`src/include/fgen_pkg.sv`:
```
// constants for the t1 transmit frame generator control block
package fgen_pkg;
  // register indices; byte address is four times the index
  localparam logic [7:0] IDX_FORMAT = 8'h60;
  localparam logic [7:0] IDX_MODE = 8'h62;
  localparam logic [7:0] IDX_SLC_C_LO = 8'h65;
  localparam logic [7:0] IDX_SLC_MC_HI = 8'h66;
  localparam logic [7:0] IDX_SLC_SA = 8'h67;
  localparam logic [7:0] IDX_YELLOW = 8'h6b;
  localparam logic [7:0] IDX_OVERRIDE = 8'h6c;
  localparam logic [7:0] IDX_IRQ_EN = 8'h6d;
  localparam logic [7:0] IDX_IRQ_FLAG = 8'h6e;
  // reset values
  localparam logic [7:0] RST_FORMAT = 8'h00;
  localparam logic [7:0] RST_MODE = 8'h00;
  localparam logic [7:0] RST_SLC = 8'h00;
  localparam logic [7:0] RST_YELLOW = 8'h00;
  localparam logic [7:0] RST_OVERRIDE = 8'h00;
  localparam logic [7:0] RST_IRQ_EN = 8'h00;
  localparam logic [7:0] RST_IRQ_FLAG = 8'h00;
  // writable bits of each register
  localparam logic [7:0] MASK_FORMAT = 8'h07;
  localparam logic [7:0] MASK_MODE = 8'h07;
  localparam logic [7:0] MASK_SLC_C_LO = 8'hff;
  localparam logic [7:0] MASK_SLC_HI = 8'h3f;
  localparam logic [7:0] MASK_YELLOW = 8'h30;
  localparam logic [7:0] MASK_OVERRIDE = 8'h0f;
  localparam logic [7:0] MASK_IRQ = 8'h30;
  // field positions
  localparam int B_J1 = 2;
  localparam int B_FRAME_GEN_DISABLE = 0;
  localparam int B_CRC_BYPASS = 1;
  localparam int B_DL_BYPASS = 2;
  localparam int B_MAN_YEL = 4;
  localparam int B_AUTO_YEL = 5;
  localparam int B_FORCE_ONE = 0;
  localparam int B_FORCE_ZERO = 1;
  localparam int B_SLIP = 2;
  localparam int B_FCOPY = 3;
  localparam int B_BF = 4;
  localparam int B_MF = 5;
  // framing formats, low two bits of the format register
  typedef enum logic [1:0] {FMT_SF, FMT_ESF, FMT_DM, FMT_SLC} format_e;
  // frame layout
  localparam logic [7:0] LAST_BIT = 8'hc0;
  localparam logic [7:0] D_BIT_POS = 8'hbe;
  localparam logic [6:0] LAST_FRM_12 = 7'h0b;
  localparam logic [6:0] LAST_FRM_ESF = 7'h17;
  localparam logic [6:0] LAST_FRM_SLC = 7'h47;
  // patterns are stored first-sent bit in bit 0
  localparam logic [5:0] FS_PAT = 6'h1c;
  localparam logic [5:0] FAS_PAT = 6'h34;
  localparam logic [11:0] SLC_SYNC = 12'he38;
  localparam logic [5:0] SLC_C0 = 6'h0c;
  localparam logic [5:0] SLC_SPARE = 6'h17;
  localparam logic [5:0] SLC_M0 = 6'h18;
  localparam logic [5:0] SLC_A0 = 6'h1b;
  localparam logic [5:0] SLC_S0 = 6'h1d;
  localparam logic [5:0] SLC_END = 6'h21;
  // data link codes, sent msb first
  localparam logic [15:0] IDLE_T1 = 16'hffff;
  localparam logic [15:0] IDLE_J1 = 16'hff7e;
  localparam logic [15:0] YEL_ESF = 16'hff00;
  localparam logic [5:0] CRC_POLY = 6'h03;
  localparam logic [1:0] RESP_OKAY = 2'h0;
  localparam logic [1:0] RESP_SLVERR = 2'h2;
endpackage

```
`src/core/crc6_gen.sv`:
```
// serial crc-6 accumulator for esf multiframes
`timescale 1ns/10ps
`default_nettype none
module crc6_gen (
  input wire logic clk,
  input wire logic arst_n,
  input wire logic en,
  input wire logic restart,
  input wire logic din,
  output logic [5:0] crc
);
  logic [5:0] next_crc;
  logic [5:0] base;
  logic fb;

  // restart drops the old remainder so the first bit seeds a new one
  always_comb begin
    base = restart ? 6'h00 : crc;
    fb = din ^ base[5];
    next_crc = crc;
    if (en) begin
      next_crc = {base[4:0], 1'b0} ^ (fb ? fgen_pkg::CRC_POLY : 6'h00);
    end
  end

  always_ff @(posedge clk or negedge arst_n) begin
    if (!arst_n) begin
      crc <= 6'h00;
    end else begin
      crc <= next_crc;
    end
  end
endmodule
`default_nettype wire

```
`src/core/t1_frame_gen.sv`:
```
// t1/j1 transmit frame generator with its axi4-lite register file
//
// What this block does
// - frame-disable 1 stops framing and every framing-dependent insertion; 0 frames.
// - esf without bypass puts codes, hdlc data or idle ffff/ff7e on dl bits.
// - t1 dm without bypass overwrites bit 6 of channel 24 with hdlc data.
// - slc-96 without bypass replaces c, m, a and s bits from registers.
// - esf without crc bypass inserts previous multiframe crc-6 in frames 2,6,10...
// - the eleven concentrator bits go out bit 1 first, bit 11 last.
// - maintenance bits go out beginning with bit 1.
// - switch bits go out beginning with bit 1.
// - alarm bits go out beginning with bit 1.
// - auto yellow enabled inserts yellow while a received red alarm stands.
// - manual yellow set inserts yellow regardless of receive conditions.
// - mimic enabled copies each f bit into the bit after it.
// - a toggle of the slip control shifts alignment by one bit; toggles before the next strobe make one shift.
// - force-zero forces every outgoing bit to zero.
// - force-one forces every outgoing bit to one unless force-zero is also set.
// - multiframe flag drives the interrupt only when its enable is set.
// - basic-frame flag drives the interrupt only when its enable is set.
// - multiframe flag sets on each multiframe's first bit, clears on write one.
// - basic-frame flag sets on each frame's first bit, clears on write one.
//
// The AXI4-Lite slave port was chosen for this implementation.
`timescale 1ns/10ps
`default_nettype none
module t1_frame_gen #(
  parameter int ADDR_W = 12
) (
  input wire logic CLK,
  input wire logic ARST_N,
  input wire logic [ADDR_W-1:0] S_AXI_AWADDR,
  input wire logic S_AXI_AWVALID,
  output logic S_AXI_AWREADY,
  input wire logic [31:0] S_AXI_WDATA,
  input wire logic [3:0] S_AXI_WSTRB,
  input wire logic S_AXI_WVALID,
  output logic S_AXI_WREADY,
  output logic [1:0] S_AXI_BRESP,
  output logic S_AXI_BVALID,
  input wire logic S_AXI_BREADY,
  input wire logic [ADDR_W-1:0] S_AXI_ARADDR,
  input wire logic S_AXI_ARVALID,
  output logic S_AXI_ARREADY,
  output logic [31:0] S_AXI_RDATA,
  output logic [1:0] S_AXI_RRESP,
  output logic S_AXI_RVALID,
  input wire logic S_AXI_RREADY,
  input wire logic TX_BIT_STB,
  input wire logic TX_DATA,
  input wire logic DL_BIT,
  input wire logic DL_ACTIVE,
  input wire logic RX_RED,
  output logic TX_LINE_DATA,
  output logic TX_LINE_STB,
  output logic INT_N
);
  localparam int BF = fgen_pkg::B_BF;
  localparam int MF = fgen_pkg::B_MF;

  // ------------------------------------------------------------
  // elaboration check
  // ------------------------------------------------------------
  if (ADDR_W < 10) begin : g_bad_addr
    $error("ADDR_W must be at least 10");
  end

  // ------------------------------------------------------------
  // register bus
  // ------------------------------------------------------------
  logic have_aw, have_w, aw_hit, wen, bvalid, awready, wready, arready, rvalid;
  logic next_have_aw, next_have_w, next_aw_hit, next_wen, next_bvalid;
  logic next_awready, next_wready, next_arready, next_rvalid;
  logic [7:0] aw_idx, wbyte, rdata, next_aw_idx, next_wbyte, next_rdata;
  logic [1:0] bresp, rresp, next_bresp, next_rresp;
  logic [7:0] fmt_r, mode_r, clo_r, mchi_r, sa_r, yel_r, ovr_r, irqen_r;
  logic [7:0] next_fmt, next_mode, next_clo, next_mchi, next_sa;
  logic [7:0] next_yel, next_ovr, next_irqen, flag_clr;
  logic [7:0] flags;
  logic [8:0] rd_word, aw_word;

  // read mux: hit bit on top of the byte; unmapped reads return slverr
  function automatic logic [8:0] rd_mux(input logic [7:0] i);
    logic [8:0] r;
    r = 9'h000;
    case (i)
      fgen_pkg::IDX_FORMAT: r = {1'b1, fmt_r};
      fgen_pkg::IDX_MODE: r = {1'b1, mode_r};
      fgen_pkg::IDX_SLC_C_LO: r = {1'b1, clo_r};
      fgen_pkg::IDX_SLC_MC_HI: r = {1'b1, mchi_r};
      fgen_pkg::IDX_SLC_SA: r = {1'b1, sa_r};
      fgen_pkg::IDX_YELLOW: r = {1'b1, yel_r};
      fgen_pkg::IDX_OVERRIDE: r = {1'b1, ovr_r};
      fgen_pkg::IDX_IRQ_EN: r = {1'b1, irqen_r};
      fgen_pkg::IDX_IRQ_FLAG: r = {1'b1, flags};
      default: r = 9'h000;
    endcase
    return r;
  endfunction

  // write address and data are taken in either order; a write lands
  // one cycle after both are held, on the same edge that raises the response
  always_comb begin
    next_have_aw = have_aw;
    next_have_w = have_w;
    next_aw_idx = aw_idx;
    next_aw_hit = aw_hit;
    next_wbyte = wbyte;
    next_wen = wen;
    next_bvalid = bvalid & ~S_AXI_BREADY;
    next_bresp = bresp;
    next_rvalid = rvalid & ~S_AXI_RREADY;
    next_rdata = rdata;
    next_rresp = rresp;
    next_fmt = fmt_r;
    next_mode = mode_r;
    next_clo = clo_r;
    next_mchi = mchi_r;
    next_sa = sa_r;
    next_yel = yel_r;
    next_ovr = ovr_r;
    next_irqen = irqen_r;
    flag_clr = 8'h00;
    rd_word = rd_mux(S_AXI_ARADDR[9:2]);
    aw_word = rd_mux(S_AXI_AWADDR[9:2]);
    if (S_AXI_AWVALID && awready) begin
      next_have_aw = 1'b1;
      next_aw_idx = S_AXI_AWADDR[9:2];
      next_aw_hit = ((S_AXI_AWADDR >> 10) == '0) && aw_word[8];
    end
    if (S_AXI_WVALID && wready) begin
      next_have_w = 1'b1;
      next_wbyte = S_AXI_WDATA[7:0];
      next_wen = S_AXI_WSTRB[0];
    end
    if (have_aw && have_w && !bvalid) begin
      next_have_aw = 1'b0;
      next_have_w = 1'b0;
      next_bvalid = 1'b1;
      next_bresp = aw_hit ? fgen_pkg::RESP_OKAY : fgen_pkg::RESP_SLVERR;
      if (aw_hit && wen) begin
        case (aw_idx)
          fgen_pkg::IDX_FORMAT: next_fmt = wbyte & fgen_pkg::MASK_FORMAT;
          fgen_pkg::IDX_MODE: next_mode = wbyte & fgen_pkg::MASK_MODE;
          fgen_pkg::IDX_SLC_C_LO: next_clo = wbyte & fgen_pkg::MASK_SLC_C_LO;
          fgen_pkg::IDX_SLC_MC_HI: next_mchi = wbyte & fgen_pkg::MASK_SLC_HI;
          fgen_pkg::IDX_SLC_SA: next_sa = wbyte & fgen_pkg::MASK_SLC_HI;
          fgen_pkg::IDX_YELLOW: next_yel = wbyte & fgen_pkg::MASK_YELLOW;
          fgen_pkg::IDX_OVERRIDE: next_ovr = wbyte & fgen_pkg::MASK_OVERRIDE;
          fgen_pkg::IDX_IRQ_EN: next_irqen = wbyte & fgen_pkg::MASK_IRQ;
          fgen_pkg::IDX_IRQ_FLAG: flag_clr = wbyte & fgen_pkg::MASK_IRQ;
          default: flag_clr = 8'h00;
        endcase
      end
    end
    if (S_AXI_ARVALID && arready) begin
      next_rvalid = 1'b1;
      next_rdata = rd_word[7:0];
      next_rresp = ((S_AXI_ARADDR >> 10) == '0) && rd_word[8] ?
                   fgen_pkg::RESP_OKAY : fgen_pkg::RESP_SLVERR;
    end
    next_awready = ~next_have_aw & ~next_bvalid;
    next_wready = ~next_have_w & ~next_bvalid;
    next_arready = ~next_rvalid;
  end

  always_ff @(posedge CLK or negedge ARST_N) begin
    if (!ARST_N) begin
      have_aw <= 1'b0;
      have_w <= 1'b0;
      aw_idx <= 8'h00;
      aw_hit <= 1'b0;
      wbyte <= 8'h00;
      wen <= 1'b0;
      bvalid <= 1'b0;
      bresp <= fgen_pkg::RESP_OKAY;
      rvalid <= 1'b0;
      rdata <= 8'h00;
      rresp <= fgen_pkg::RESP_OKAY;
      awready <= 1'b0;
      wready <= 1'b0;
      arready <= 1'b0;
      fmt_r <= fgen_pkg::RST_FORMAT;
      mode_r <= fgen_pkg::RST_MODE;
      clo_r <= fgen_pkg::RST_SLC;
      mchi_r <= fgen_pkg::RST_SLC;
      sa_r <= fgen_pkg::RST_SLC;
      yel_r <= fgen_pkg::RST_YELLOW;
      ovr_r <= fgen_pkg::RST_OVERRIDE;
      irqen_r <= fgen_pkg::RST_IRQ_EN;
    end else begin
      have_aw <= next_have_aw;
      have_w <= next_have_w;
      aw_idx <= next_aw_idx;
      aw_hit <= next_aw_hit;
      wbyte <= next_wbyte;
      wen <= next_wen;
      bvalid <= next_bvalid;
      bresp <= next_bresp;
      rvalid <= next_rvalid;
      rdata <= next_rdata;
      rresp <= next_rresp;
      awready <= next_awready;
      wready <= next_wready;
      arready <= next_arready;
      fmt_r <= next_fmt;
      mode_r <= next_mode;
      clo_r <= next_clo;
      mchi_r <= next_mchi;
      sa_r <= next_sa;
      yel_r <= next_yel;
      ovr_r <= next_ovr;
      irqen_r <= next_irqen;
    end
  end

  assign S_AXI_AWREADY = awready;
  assign S_AXI_WREADY = wready;
  assign S_AXI_BVALID = bvalid;
  assign S_AXI_BRESP = bresp;
  assign S_AXI_ARREADY = arready;
  assign S_AXI_RVALID = rvalid;
  assign S_AXI_RRESP = rresp;
  assign S_AXI_RDATA = {24'h000000, rdata};

  // ------------------------------------------------------------
  // red alarm synchroniser
  // ------------------------------------------------------------
  logic red_s1, red_s2;

  always_ff @(posedge CLK or negedge ARST_N) begin
    if (!ARST_N) begin
      red_s1 <= 1'b0;
      red_s2 <= 1'b0;
    end else begin
      red_s1 <= RX_RED;
      red_s2 <= red_s1;
    end
  end

  // ------------------------------------------------------------
  // frame generator
  // ------------------------------------------------------------
  logic [7:0] bit_pos, next_bit_pos;
  logic [6:0] frame, next_frame, last_frm;
  logic [5:0] crc_prev, next_crc_prev, crc_val, half;
  logic [3:0] dl_idx, next_dl_idx;
  logic [10:0] conc;
  logic [15:0] dl_code;
  logic [7:0] next_flags;
  logic slip_pend, next_slip_pend, slip_prev, last_f, next_last_f;
  logic out_data, next_out_data, out_stb, int_q, next_int;
  logic frame_en, dl_byp, is_f, yel_on, dl_src, fval, pay, crc_start;
  fgen_pkg::format_e fmt;

  assign fmt = fgen_pkg::format_e'(fmt_r[1:0]);
  assign frame_en = ~mode_r[fgen_pkg::B_FRAME_GEN_DISABLE];
  assign dl_byp = mode_r[fgen_pkg::B_DL_BYPASS];
  assign is_f = (bit_pos == 8'h00);
  assign half = frame[6:1];
  assign conc = {mchi_r[2:0], clo_r};
  assign crc_start = TX_BIT_STB && is_f && (frame == 7'h00);

  // the crc covers payload with f bits taken as one
  crc6_gen u_crc (
    .clk(CLK),
    .arst_n(ARST_N),
    .en(TX_BIT_STB && (fmt == fgen_pkg::FMT_ESF)),
    .restart(crc_start),
    .din(is_f | TX_DATA),
    .crc(crc_val)
  );

  // builds one output bit per strobe; overrides are applied last so
  // force-zero and force-one win over any framing or insertion
  always_comb begin
    yel_on = yel_r[fgen_pkg::B_MAN_YEL]
             | (yel_r[fgen_pkg::B_AUTO_YEL] & red_s2);
    dl_code = yel_on ? fgen_pkg::YEL_ESF :
              (fmt_r[fgen_pkg::B_J1] ? fgen_pkg::IDLE_J1 : fgen_pkg::IDLE_T1);
    dl_src = (DL_ACTIVE && !yel_on) ? DL_BIT : dl_code[~dl_idx];
    fval = TX_DATA;
    case (fmt)
      fgen_pkg::FMT_ESF: begin
        if (!frame[0]) begin
          fval = dl_byp ? TX_DATA : dl_src;
        end else if (frame[1:0] == 2'h1) begin
          fval = mode_r[fgen_pkg::B_CRC_BYPASS] ? TX_DATA
                 : crc_prev[3'h5 - frame[4:2]];
        end else begin
          fval = fgen_pkg::FAS_PAT[frame[4:2]];
        end
      end
      fgen_pkg::FMT_SLC: begin
        if (!frame[0]) begin
          fval = ~half[0];
        end else if (half < fgen_pkg::SLC_C0) begin
          fval = fgen_pkg::SLC_SYNC[half[3:0]];
        end else if (dl_byp) begin
          fval = TX_DATA;
        end else if (half < fgen_pkg::SLC_SPARE) begin
          fval = conc[4'(half - fgen_pkg::SLC_C0)];
        end else if (half < fgen_pkg::SLC_M0) begin
          fval = 1'b0;
        end else if (half < fgen_pkg::SLC_A0) begin
          fval = mchi_r[3'(half - fgen_pkg::SLC_M0) + 3'h3];
        end else if (half < fgen_pkg::SLC_S0) begin
          fval = sa_r[1'(half - fgen_pkg::SLC_A0)];
        end else if (half < fgen_pkg::SLC_END) begin
          fval = sa_r[3'(half - fgen_pkg::SLC_S0) + 3'h2];
        end else begin
          fval = 1'b0;
        end
      end
      default: begin
        fval = frame[0] ? fgen_pkg::FS_PAT[half[2:0]] : ~half[0];
      end
    endcase
    pay = TX_DATA;
    if (bit_pos == 8'h01 && ovr_r[fgen_pkg::B_FCOPY]) begin
      pay = last_f;
    end else if (fmt == fgen_pkg::FMT_DM && bit_pos == fgen_pkg::D_BIT_POS && !dl_byp) begin
      pay = DL_BIT;
    end else if (fmt != fgen_pkg::FMT_ESF && yel_on && bit_pos[2:0] == 3'h2) begin
      pay = 1'b0;
    end
    case (fmt)
      fgen_pkg::FMT_ESF: last_frm = fgen_pkg::LAST_FRM_ESF;
      fgen_pkg::FMT_SLC: last_frm = fgen_pkg::LAST_FRM_SLC;
      default: last_frm = fgen_pkg::LAST_FRM_12;
    endcase
    next_out_data = out_data;
    next_bit_pos = bit_pos;
    next_frame = frame;
    next_dl_idx = dl_idx;
    next_last_f = last_f;
    next_crc_prev = crc_start ? crc_val : crc_prev;
    next_slip_pend = slip_pend;
    next_flags = flags & ~flag_clr;
    if (TX_BIT_STB) begin
      next_out_data = frame_en ? (is_f ? fval : pay) : TX_DATA;
      if (ovr_r[fgen_pkg::B_FORCE_ZERO]) begin
        next_out_data = 1'b0;
      end else if (ovr_r[fgen_pkg::B_FORCE_ONE]) begin
        next_out_data = 1'b1;
      end
      if (is_f) begin
        next_last_f = fval;
      end
      if (is_f && fmt == fgen_pkg::FMT_ESF && !frame[0]) begin
        next_dl_idx = dl_idx + 4'h1;
      end
      if (frame_en && is_f) begin
        next_flags[BF] = 1'b1;
        next_flags[MF] = next_flags[MF] | (frame == 7'h00);
      end
      // a pending slip holds the position once, repeating it on the line
      if (slip_pend) begin
        next_slip_pend = 1'b0;
      end else if (bit_pos >= fgen_pkg::LAST_BIT) begin
        next_bit_pos = 8'h00;
        next_frame = (frame >= last_frm) ? 7'h00 : frame + 7'h01;
      end else begin
        next_bit_pos = bit_pos + 8'h01;
      end
    end
    if (ovr_r[fgen_pkg::B_SLIP] != slip_prev) begin
      next_slip_pend = 1'b1;
    end
    next_int = ~(|(next_flags & irqen_r));
  end

  always_ff @(posedge CLK or negedge ARST_N) begin
    if (!ARST_N) begin
      bit_pos <= 8'h00;
      frame <= 7'h00;
      dl_idx <= 4'h0;
      crc_prev <= 6'h00;
      last_f <= 1'b0;
      slip_pend <= 1'b0;
      slip_prev <= 1'b0;
      flags <= fgen_pkg::RST_IRQ_FLAG;
      out_data <= 1'b0;
      out_stb <= 1'b0;
      int_q <= 1'b1;
    end else begin
      bit_pos <= next_bit_pos;
      frame <= next_frame;
      dl_idx <= next_dl_idx;
      crc_prev <= next_crc_prev;
      last_f <= next_last_f;
      slip_pend <= next_slip_pend;
      slip_prev <= ovr_r[fgen_pkg::B_SLIP];
      flags <= next_flags;
      out_data <= next_out_data;
      out_stb <= TX_BIT_STB;
      int_q <= next_int;
    end
  end

  assign TX_LINE_DATA = out_data;
  assign TX_LINE_STB = out_stb;
  assign INT_N = int_q;
endmodule
`default_nettype wire

```
`config.mk`:
```
export PLATFORM = sky130hd
export DESIGN_NAME = t1_frame_gen
export DESIGN_NICKNAME = d
export VERILOG_FILES = /design/src/include/fgen_pkg.sv /design/src/core/crc6_gen.sv /design/src/core/t1_frame_gen.sv
export SDC_FILE = /design/constraint.sdc
export NUM_CORES = 1
export LEC_CHECK = 0
export ABC_AREA = 1
export BUFFER_PORTS_ARGS = -buffer_cell sky130_fd_sc_hd__buf_2
export CAP_MARGIN = 20
export CORE_UTILIZATION = 45
export DETAILED_ROUTE_END_ITERATION = 8
export HOLD_SLACK_MARGIN = 0.12
export PLACE_DENSITY_LB_ADDON = 0.2
export SLEW_MARGIN = 10
export SYNTH_ARGS = -nofsm -noshare
export SYNTH_HDL_FRONTEND = slang
export SYNTH_SLANG_ARGS = --single-unit
```
`constraint.sdc`:
```
create_clock -name CLK -period 5.1 [get_ports CLK]
set_clock_uncertainty 0.05 [all_clocks]
set_input_delay 1.275 -clock CLK [delete_from_list [all_inputs] [get_ports CLK]]
set_output_delay 1.275 -clock CLK [all_outputs]
set_load 0.05 [all_outputs]
```
Word level (Yosys, flattened, before mapping)
Memories as Yosys holds them, arrays and structs flattened.
Cells that the tools add are included.
W data, S select, Z words.
{"block": "totals", "n_memories": 3, "ff_bits": 118, "output_inout_bits": 44, "input_bits": 72, "mem_bits_ro": 32}
{"name": "(name not given)", "depth": 16, "width": 1, "read_ports": 1, "rd_clocked_by_memory_dff": 0, "wr": 0, "line_no": "t1_frame_gen.sv:298", "text": "fval = fgen_pkg::SLC_SYNC[half[3:0]];"}
{"name": "(name not given)", "depth": 8, "width": 1, "read_ports": 1, "rd_clocked_by_memory_dff": 0, "wr": 0, "line_no": "t1_frame_gen.sv:316", "text": "fval = frame[0] ? fgen_pkg::FS_PAT[half[2:0]] : ~half[0];"}
{"name": "(name not given)", "depth": 8, "width": 1, "read_ports": 1, "rd_clocked_by_memory_dff": 0, "wr": 0, "line_no": "t1_frame_gen.sv:291", "text": "fval = fgen_pkg::FAS_PAT[frame[4:2]];"}
{"block": "classes", "n_bitwise": 24, "muxes": 61, "add_sub_neg": 10, "n_lt_le_gt_ge": 17, "reduce_logical": 42, "n_eq_ne": 36}
{"op": "$eq A8 B7 Y1 const B", "count": 27}
{"op": "$pmux W9 S9", "count": 2}
{"op": "$mux W1", "count": 39}
{"op": "$reduce_and A3 Y1", "count": 9}
{"op": "$logic_not A12 Y1", "count": 2}
{"op": "$lt A6 B5 Y1 const B", "count": 4}
{"op": "$mux W6", "count": 4}
{"op": "$mux W8", "count": 3}
{"op": "$logic_and A1 B1 Y1", "count": 20}
{"op": "$lt A3 B4 Y1 const B", "count": 5}
{"op": "$lt A4 B5 Y1 const B", "count": 3}
{"op": "$pmux W7 S2", "count": 1}
{"op": "$mux W2", "count": 5}
{"op": "$not A1 Y1", "count": 10}
{"op": "$bmux W1 S3", "count": 3}
{"op": "$add A8 B1 Y8 const B", "count": 1}
{"op": "$and A8 B6 Y8", "count": 1}
{"op": "$and A8 B8 Y8", "count": 1}
{"op": "$bmux W1 S4", "count": 2}
{"op": "$eq A8 B1 Y1 const B", "count": 1}
{"op": "$eq A8 B8 Y1 const B", "count": 1}
{"op": "$ge A8 B8 Y1 const B", "count": 1}
{"op": "$logic_not A8 Y1", "count": 1}
{"op": "$not A8 Y8", "count": 1}
{"op": "other kinds (29)", "count": 43}

Depth between registers and ports, before layout
{"block": "logic_depth", "word_depth": 17, "mapped_depth": 23, "ltp_nobuf": 21}

Modules after synthesis
A second synthesis with hierarchy kept.
{"block": "unflattened", "hier_cells": 771, "area_unflattened_um2": 6029.5}
{"mod": "t1_frame_gen", "area_per_inst_um2": 5736.8, "seq_area_each_um2": 2603.7, "cells_per_inst": 740, "instances": 1}
{"mod": "crc6_gen", "area_per_inst_um2": 292.8, "seq_area_each_um2": 150.1, "cells_per_inst": 31, "instances": 1}

Worst setup path before layout
Ideal clock, no wire load.
{"block": "synth_path", "path_kind": "input to register", "startpoint": "input port S_AXI_ARADDR[6]", "endpoint": "register rdata[1]", "path_slack_ns": 2.517, "path_buffers": 0, "path_stages": 13, "arrival_ns": 2.467, "t_required_ns": 4.984, "cell_sequence": "nor2_1 nand3_1 inv_2 nand2_1 nor2_1 inv_2 nor2_1 inv_1 o22ai_1 a21oi_1 nand4_1 nand2_1 nand2_1"}
{"block": "synth_via", "elab_chain_cells": 2, "elab_cells_between_ends": 10}
{"element": "start: declaration", "line_no": "t1_frame_gen.sv:42", "text": "input wire logic [ADDR_W-1:0] S_AXI_ARADDR,"}
{"element": "$eq A8 B7 Y1", "line_no": "t1_frame_gen.sv:86", "text": "case (i)"}
{"element": "$pmux W9 S9 (*)", "line_no": "t1_frame_gen.sv:86"}
{"element": "end signal: assignment", "line_no": "t1_frame_gen.sv:201", "text": "rdata <= next_rdata;"}
{"element": "end: declaration", "line_no": "t1_frame_gen.sv:74", "text": "logic [7:0] aw_idx, wbyte, rdata, next_aw_idx, next_wbyte, next_rdata;"}
Every way passes the cells marked *; elsewhere a longest branch is shown, timed or not.
A chain may end at the register's enable or synchronous reset.

Worst setup path after layout
{"block": "layout_path", "startpoint": "register frame[1]", "endpoint": "register out_data, in the netlist TX_LINE_DATA"}
{"block": "layout_via", "elab_chain_cells": 17, "elab_cells_between_ends": 42}
{"element": "start: declaration", "line_no": "t1_frame_gen.sv:245", "text": "logic [6:0] frame, next_frame, last_frm;"}
{"element": "start signal: assignment", "line_no": "t1_frame_gen.sv:388", "text": "frame <= next_frame;"}
{"element": "$sub A3 B3 Y3", "line_no": "t1_frame_gen.sv:310", "text": "fval = sa_r[3'(half - fgen_pkg::SLC_S0) + 3'h2];"}
{"element": "$add A3 B2 Y3", "line_no": "t1_frame_gen.sv:310"}
{"element": "$bmux W1 S3", "line_no": "t1_frame_gen.sv:310"}
{"element": "$mux W1 (implied by the code)", "line_no": "t1_frame_gen.sv:310"}
{"element": "$mux W1", "line_no": "t1_frame_gen.sv:309", "text": "end else if (half < fgen_pkg::SLC_END) begin"}
{"element": "$mux W1", "line_no": "t1_frame_gen.sv:307", "text": "end else if (half < fgen_pkg::SLC_S0) begin"}
{"element": "$mux W1", "line_no": "t1_frame_gen.sv:305", "text": "end else if (half < fgen_pkg::SLC_A0) begin"}
{"element": "$mux W1", "line_no": "t1_frame_gen.sv:303", "text": "end else if (half < fgen_pkg::SLC_M0) begin"}
{"element": "$mux W1", "line_no": "t1_frame_gen.sv:301", "text": "end else if (half < fgen_pkg::SLC_SPARE) begin"}
{"element": "$mux W1", "line_no": "t1_frame_gen.sv:299", "text": "end else if (dl_byp) begin"}
{"element": "$mux W1", "line_no": "t1_frame_gen.sv:297", "text": "end else if (half < fgen_pkg::SLC_C0) begin"}
{"element": "$mux W1", "line_no": "t1_frame_gen.sv:295", "text": "if (!frame[0]) begin"}
{"element": "$pmux W1 S2 (*)", "line_no": "t1_frame_gen.sv:283", "text": "case (fmt)"}
{"element": "$mux W1 (*) (2 in series)", "line_no": "t1_frame_gen.sv:341", "text": "next_out_data = frame_en ? (is_f ? fval : pay) : TX_DATA;"}
{"element": "$mux W1 (*)", "line_no": "t1_frame_gen.sv:344", "text": "end else if (ovr_r[fgen_pkg::B_FORCE_ONE]) begin"}
{"element": "$mux W1 (*)", "line_no": "t1_frame_gen.sv:342", "text": "if (ovr_r[fgen_pkg::B_FORCE_ZERO]) begin"}
{"element": "end signal: assignment", "line_no": "t1_frame_gen.sv:395", "text": "out_data <= next_out_data;"}
{"element": "end: declaration", "line_no": "t1_frame_gen.sv:252", "text": "logic out_data, next_out_data, out_stb, int_q, next_int;"}
Every way passes the cells marked *; elsewhere a longest branch is shown, timed or not. The select of a mux whose other input is x is not followed.

==> qor.yml <==
run_status:
  status: "complete, no violations"
critical_path:
  cp-start-kind: "flop"
  reg2reg_setup_slack_ns: 2.18
  path_delay_family: "simple AND/OR/NAND/NOR gates"
  cp_max_fo: 19
  critPathMostFrequentCell: "nand2_1"
  critPathBufInv: 2
  criticalPathCategory: "flop to flop"
  worst_path_max_delay_cell: "dfrtp_1"
  slowest_delay_ns: 0.76
  rr_endpoint: "TX_LINE_DATA"
  arrival_ns: 3.12
  required_ns: 5.30
  rr_startpoint: "frame[1]"
  endpoint_kind: "flop"
  crit_chain: "inv_2 > ha_1 > inv_1 > a21oi_1 > o21ai_1 > nand2_1 > nand2_1 > nand2_1 > nand2_1 > nand3_1 > nand2_1 > nand2_1 > nand2_1 > nand2_1 > nand2_1 > nand2_1 > nand3_1 > nand2_1 > nand2_1 > nand2_1 > nand2_1"
  r2r_cells: 21
min_path:
  min_path_cells: 0
  holdCritPathClass: "flop to flop"
  hold_end: "red_s2"
  hold_start: "red_s1"
global_routing:
  antenna_found_initial: 0
  track_usage_pct: 22.18
  grt_pass1_wl_mm: 23.07
  overflow: 0
  grt_pass1_vias: 4923
  grt_max_degree: 85
detailed_routing:
  drt_iter0_markers: 275
  ant_nets: 0
  drt-total-wl_mm: 13.78
  routedWlPerCell_um: 14.05
  vias_per_cell: 5.165
  drc: 0
  dr.pass1.iters: 5
  vias: 5067
timing:
  relSlewSlack_pct: 41.88
  finalSetupViolCount: 0
  worst_slew_pin_slew_ns: 0.8687
  min_period_ns: 2.922
  final.setup.tns_ns: 0
  rsz0062_at_grt: "false"
  slew_viol_final: 0
  clock.fmax_ghz: 0.3422
  worst_slack_ns: 2.178
  period_share_pct: 57.30
  hold_viol_final: 0
layout:
  stdcell_area_um2: 6619
  nets: 895
  regArea_um2: 2754
  num-fill-cells: 1242
  n_antenna_cell: 0
  multi_input_area_um2: 2630
  area_delta_synth_final_pct: 11.74
  fin_util_pct: 52.03
  drive_above_1_share_pct: 12.98
synth:
  ys_top_cells_by_area: "dfrtp_1 46%, nand2_1 12%, o21ai_0 5.8%"
  postSynthRegisterBits: 110
  avgSynthCellArea_um2: 7.898
  postSynthCellCount: 750
  synth_top_area_cell: "dfrtp_1"
  synthArstFlopShare_pct: 100.0
  ys_seq_area_share_pct: 46.49
  yosysTopAreaCellShare_pct: 46.05
  syn-cell-area_um2: 5923
  ys.flop_type: "dfrtp_1"
  synth-edff-count: 0
  ys_warn_count: 0
  ys_types: 47
power_and_ir_drop:
  p_int_mw: 1.767
  pwr-share-comb_pct: 32.2
  swShare_pct: 39.23
  clkPwrFrac_pct: 26.6
  switchingPower_mw: 1.141
  p_per_area_nw_per_um2: 439.3
  p_leak_nw: 3.258
  vdd_drop_max_mv: 0.3040
  power_frac_seq_pct: 41.2
  p_total_mw: 2.907
floorplan:
  io_pins: 116
  start_util_pct: 46.56
  die_area_um2: 13630
  chipWidth_um: 116.7
  core_area_um2: 12720
  die_h_um: 116.7
  rows: 41
placement:
  gp_congestion: 0.9078
  dpl_cell_area_um2: 6260
  io_buffers: 58
  dp_slack_ns: 1.956
  hpwl_mm: 10.29
clock_network:
  cts_hold_buf: 0
  cts_max_level: 3
  clock_sinks: 110
  cts_tree: "built"
  cts_buffers: 9
  clockRootBuffer: "clkbuf_16"
  post_cts_resized: 0
  cts.reportedPaths.clkPinSlew_ns: 0.07
  clk_latency_ns: 0.36
  postCtsSetupBuffers: 0
  clockBufferDepth: 2
run:
  maxCapViolCount: 0
## power by group through the flow
stage	sequential (mW)	combinational, mW	clock [mW]
after global routing	1.22	1.07	0.827
after CTS	1.19	0.929	0.791
after floorplan	1.20	0.696	0
after global placement	1.20	0.903	0
after detailed placement	1.21	0.921	0
final	1.20	0.936	0.774
## cell type report
| cell class | count | area share, % |
|---|---|---|
| multi-input combinational | 527 | 39.74 |
| clock buffer | 10 | 3.611 |
| sequential | 110 | 41.61 |
| clock inverter | 6 | 1.399 |
| inverter | 96 | 5.444 |
| timing repair buffer | 60 | 4.953 |
| tap | 172 | 3.251 |
## cell usage after synthesis (all sizes together), types with 2 or more instances
library cell	count
a211oi	2
a21o	2
a21oi	23
a221oi	2
a22o	3
a31oi	6
buf	33
clkbuf	9
clkinv	3
dfrtp	109
ha	19
inv	93
nand2	198
nand3	36
nand3b	2
nand4	13
nor2	54
nor3	19
nor4	7
o211ai	4
o21ai	91
o22ai	2
or2	2
xnor2	4
xor2	4
## state kept, by name, summed over array words and instances (netlist names), 7 cells and up
signal	cells
clo_r	8
aw_idx	8
frame	7
bit_pos	8
wbyte	8
rdata	8
## kinds of logic after synthesis
family          count (synthesis)  synth area share [%]
flops                         110                 46.49
other cells                     1               0.06331
buf+inv                       138                 10.69
xor+xnor                        8                 1.183
simple gates                  333                 24.27
compound gates                141                 13.29
fa+ha+maj                      19                 4.014
## how the worst max path moves through the flow
stage	cells after the start	endpoint	startpoint
2_1_floorplan	13	rdata[1]	S_AXI_ARADDR[6]
3_3_place_gp	9	dl_idx[3]	TX_BIT_STB
3_5_place_dp	9	dl_idx[3]	TX_BIT_STB
4_1_cts	21	TX_LINE_DATA	frame[1]
5_1_grt	21	TX_LINE_DATA	frame[1]
6_report	21	TX_LINE_DATA	frame[1]
## stage by stage
| stage | instances | hold slack, ns |
|---|---|---|
| finish | 981 | 0.3010 |
| floorplan | 775 | 0.2812 |
| detailed placement | 964 | 0.2847 |
| global route | 981 | 0.3072 |
| CTS | 980 | 0.3018 |
| global placement | 964 | 0.2841 |
## placed cells by master, fill, tap and decap left out, types with 5 or more instances in the layout
| cell type | count |
|---|---|
| a21oi_1 | 22 |
| a31oi_1 | 6 |
| buf_2 | 57 |
| clkbuf_16 | 9 |
| conb_1 | 26 |
| dfrtp_1 | 109 |
| ha_1 | 19 |
| inv_1 | 79 |
| inv_2 | 14 |
| nand2_1 | 197 |
| nand3_1 | 35 |
| nand4_1 | 13 |
| nor2_1 | 50 |
| nor3_1 | 17 |
| nor4_1 | 5 |
| o21ai_0 | 69 |
| o21ai_1 | 20 |
## worst register-to-register path: stages, from the launching register on
cell	delay, ns
dfrtp_1	0.76
inv_2	0.29
ha_1	0.43
inv_1	0.09
a21oi_1	0.12
o21ai_1	0.08
nand2_1	0.09
nand2_1	0.05
nand2_1	0.07
nand2_1	0.05
nand3_1	0.09
nand2_1	0.05
nand2_1	0.05
nand2_1	0.05
nand2_1	0.06
nand2_1	0.06
nand2_1	0.07
nand3_1	0.07
nand2_1	0.07
nand2_1	0.07
nand2_1	0.07
nand2_1	0.04
## layer usage
metal  routed length [um]  track usage [%]  part of all wire (%)
met5                    0                0                     0
met4                  319            8.945                   2.3
met3                  798            5.034                   5.8
met2                 6543            37.04                    47
met1                 6118            27.88                    44
(Power assumes the default switching activity.)
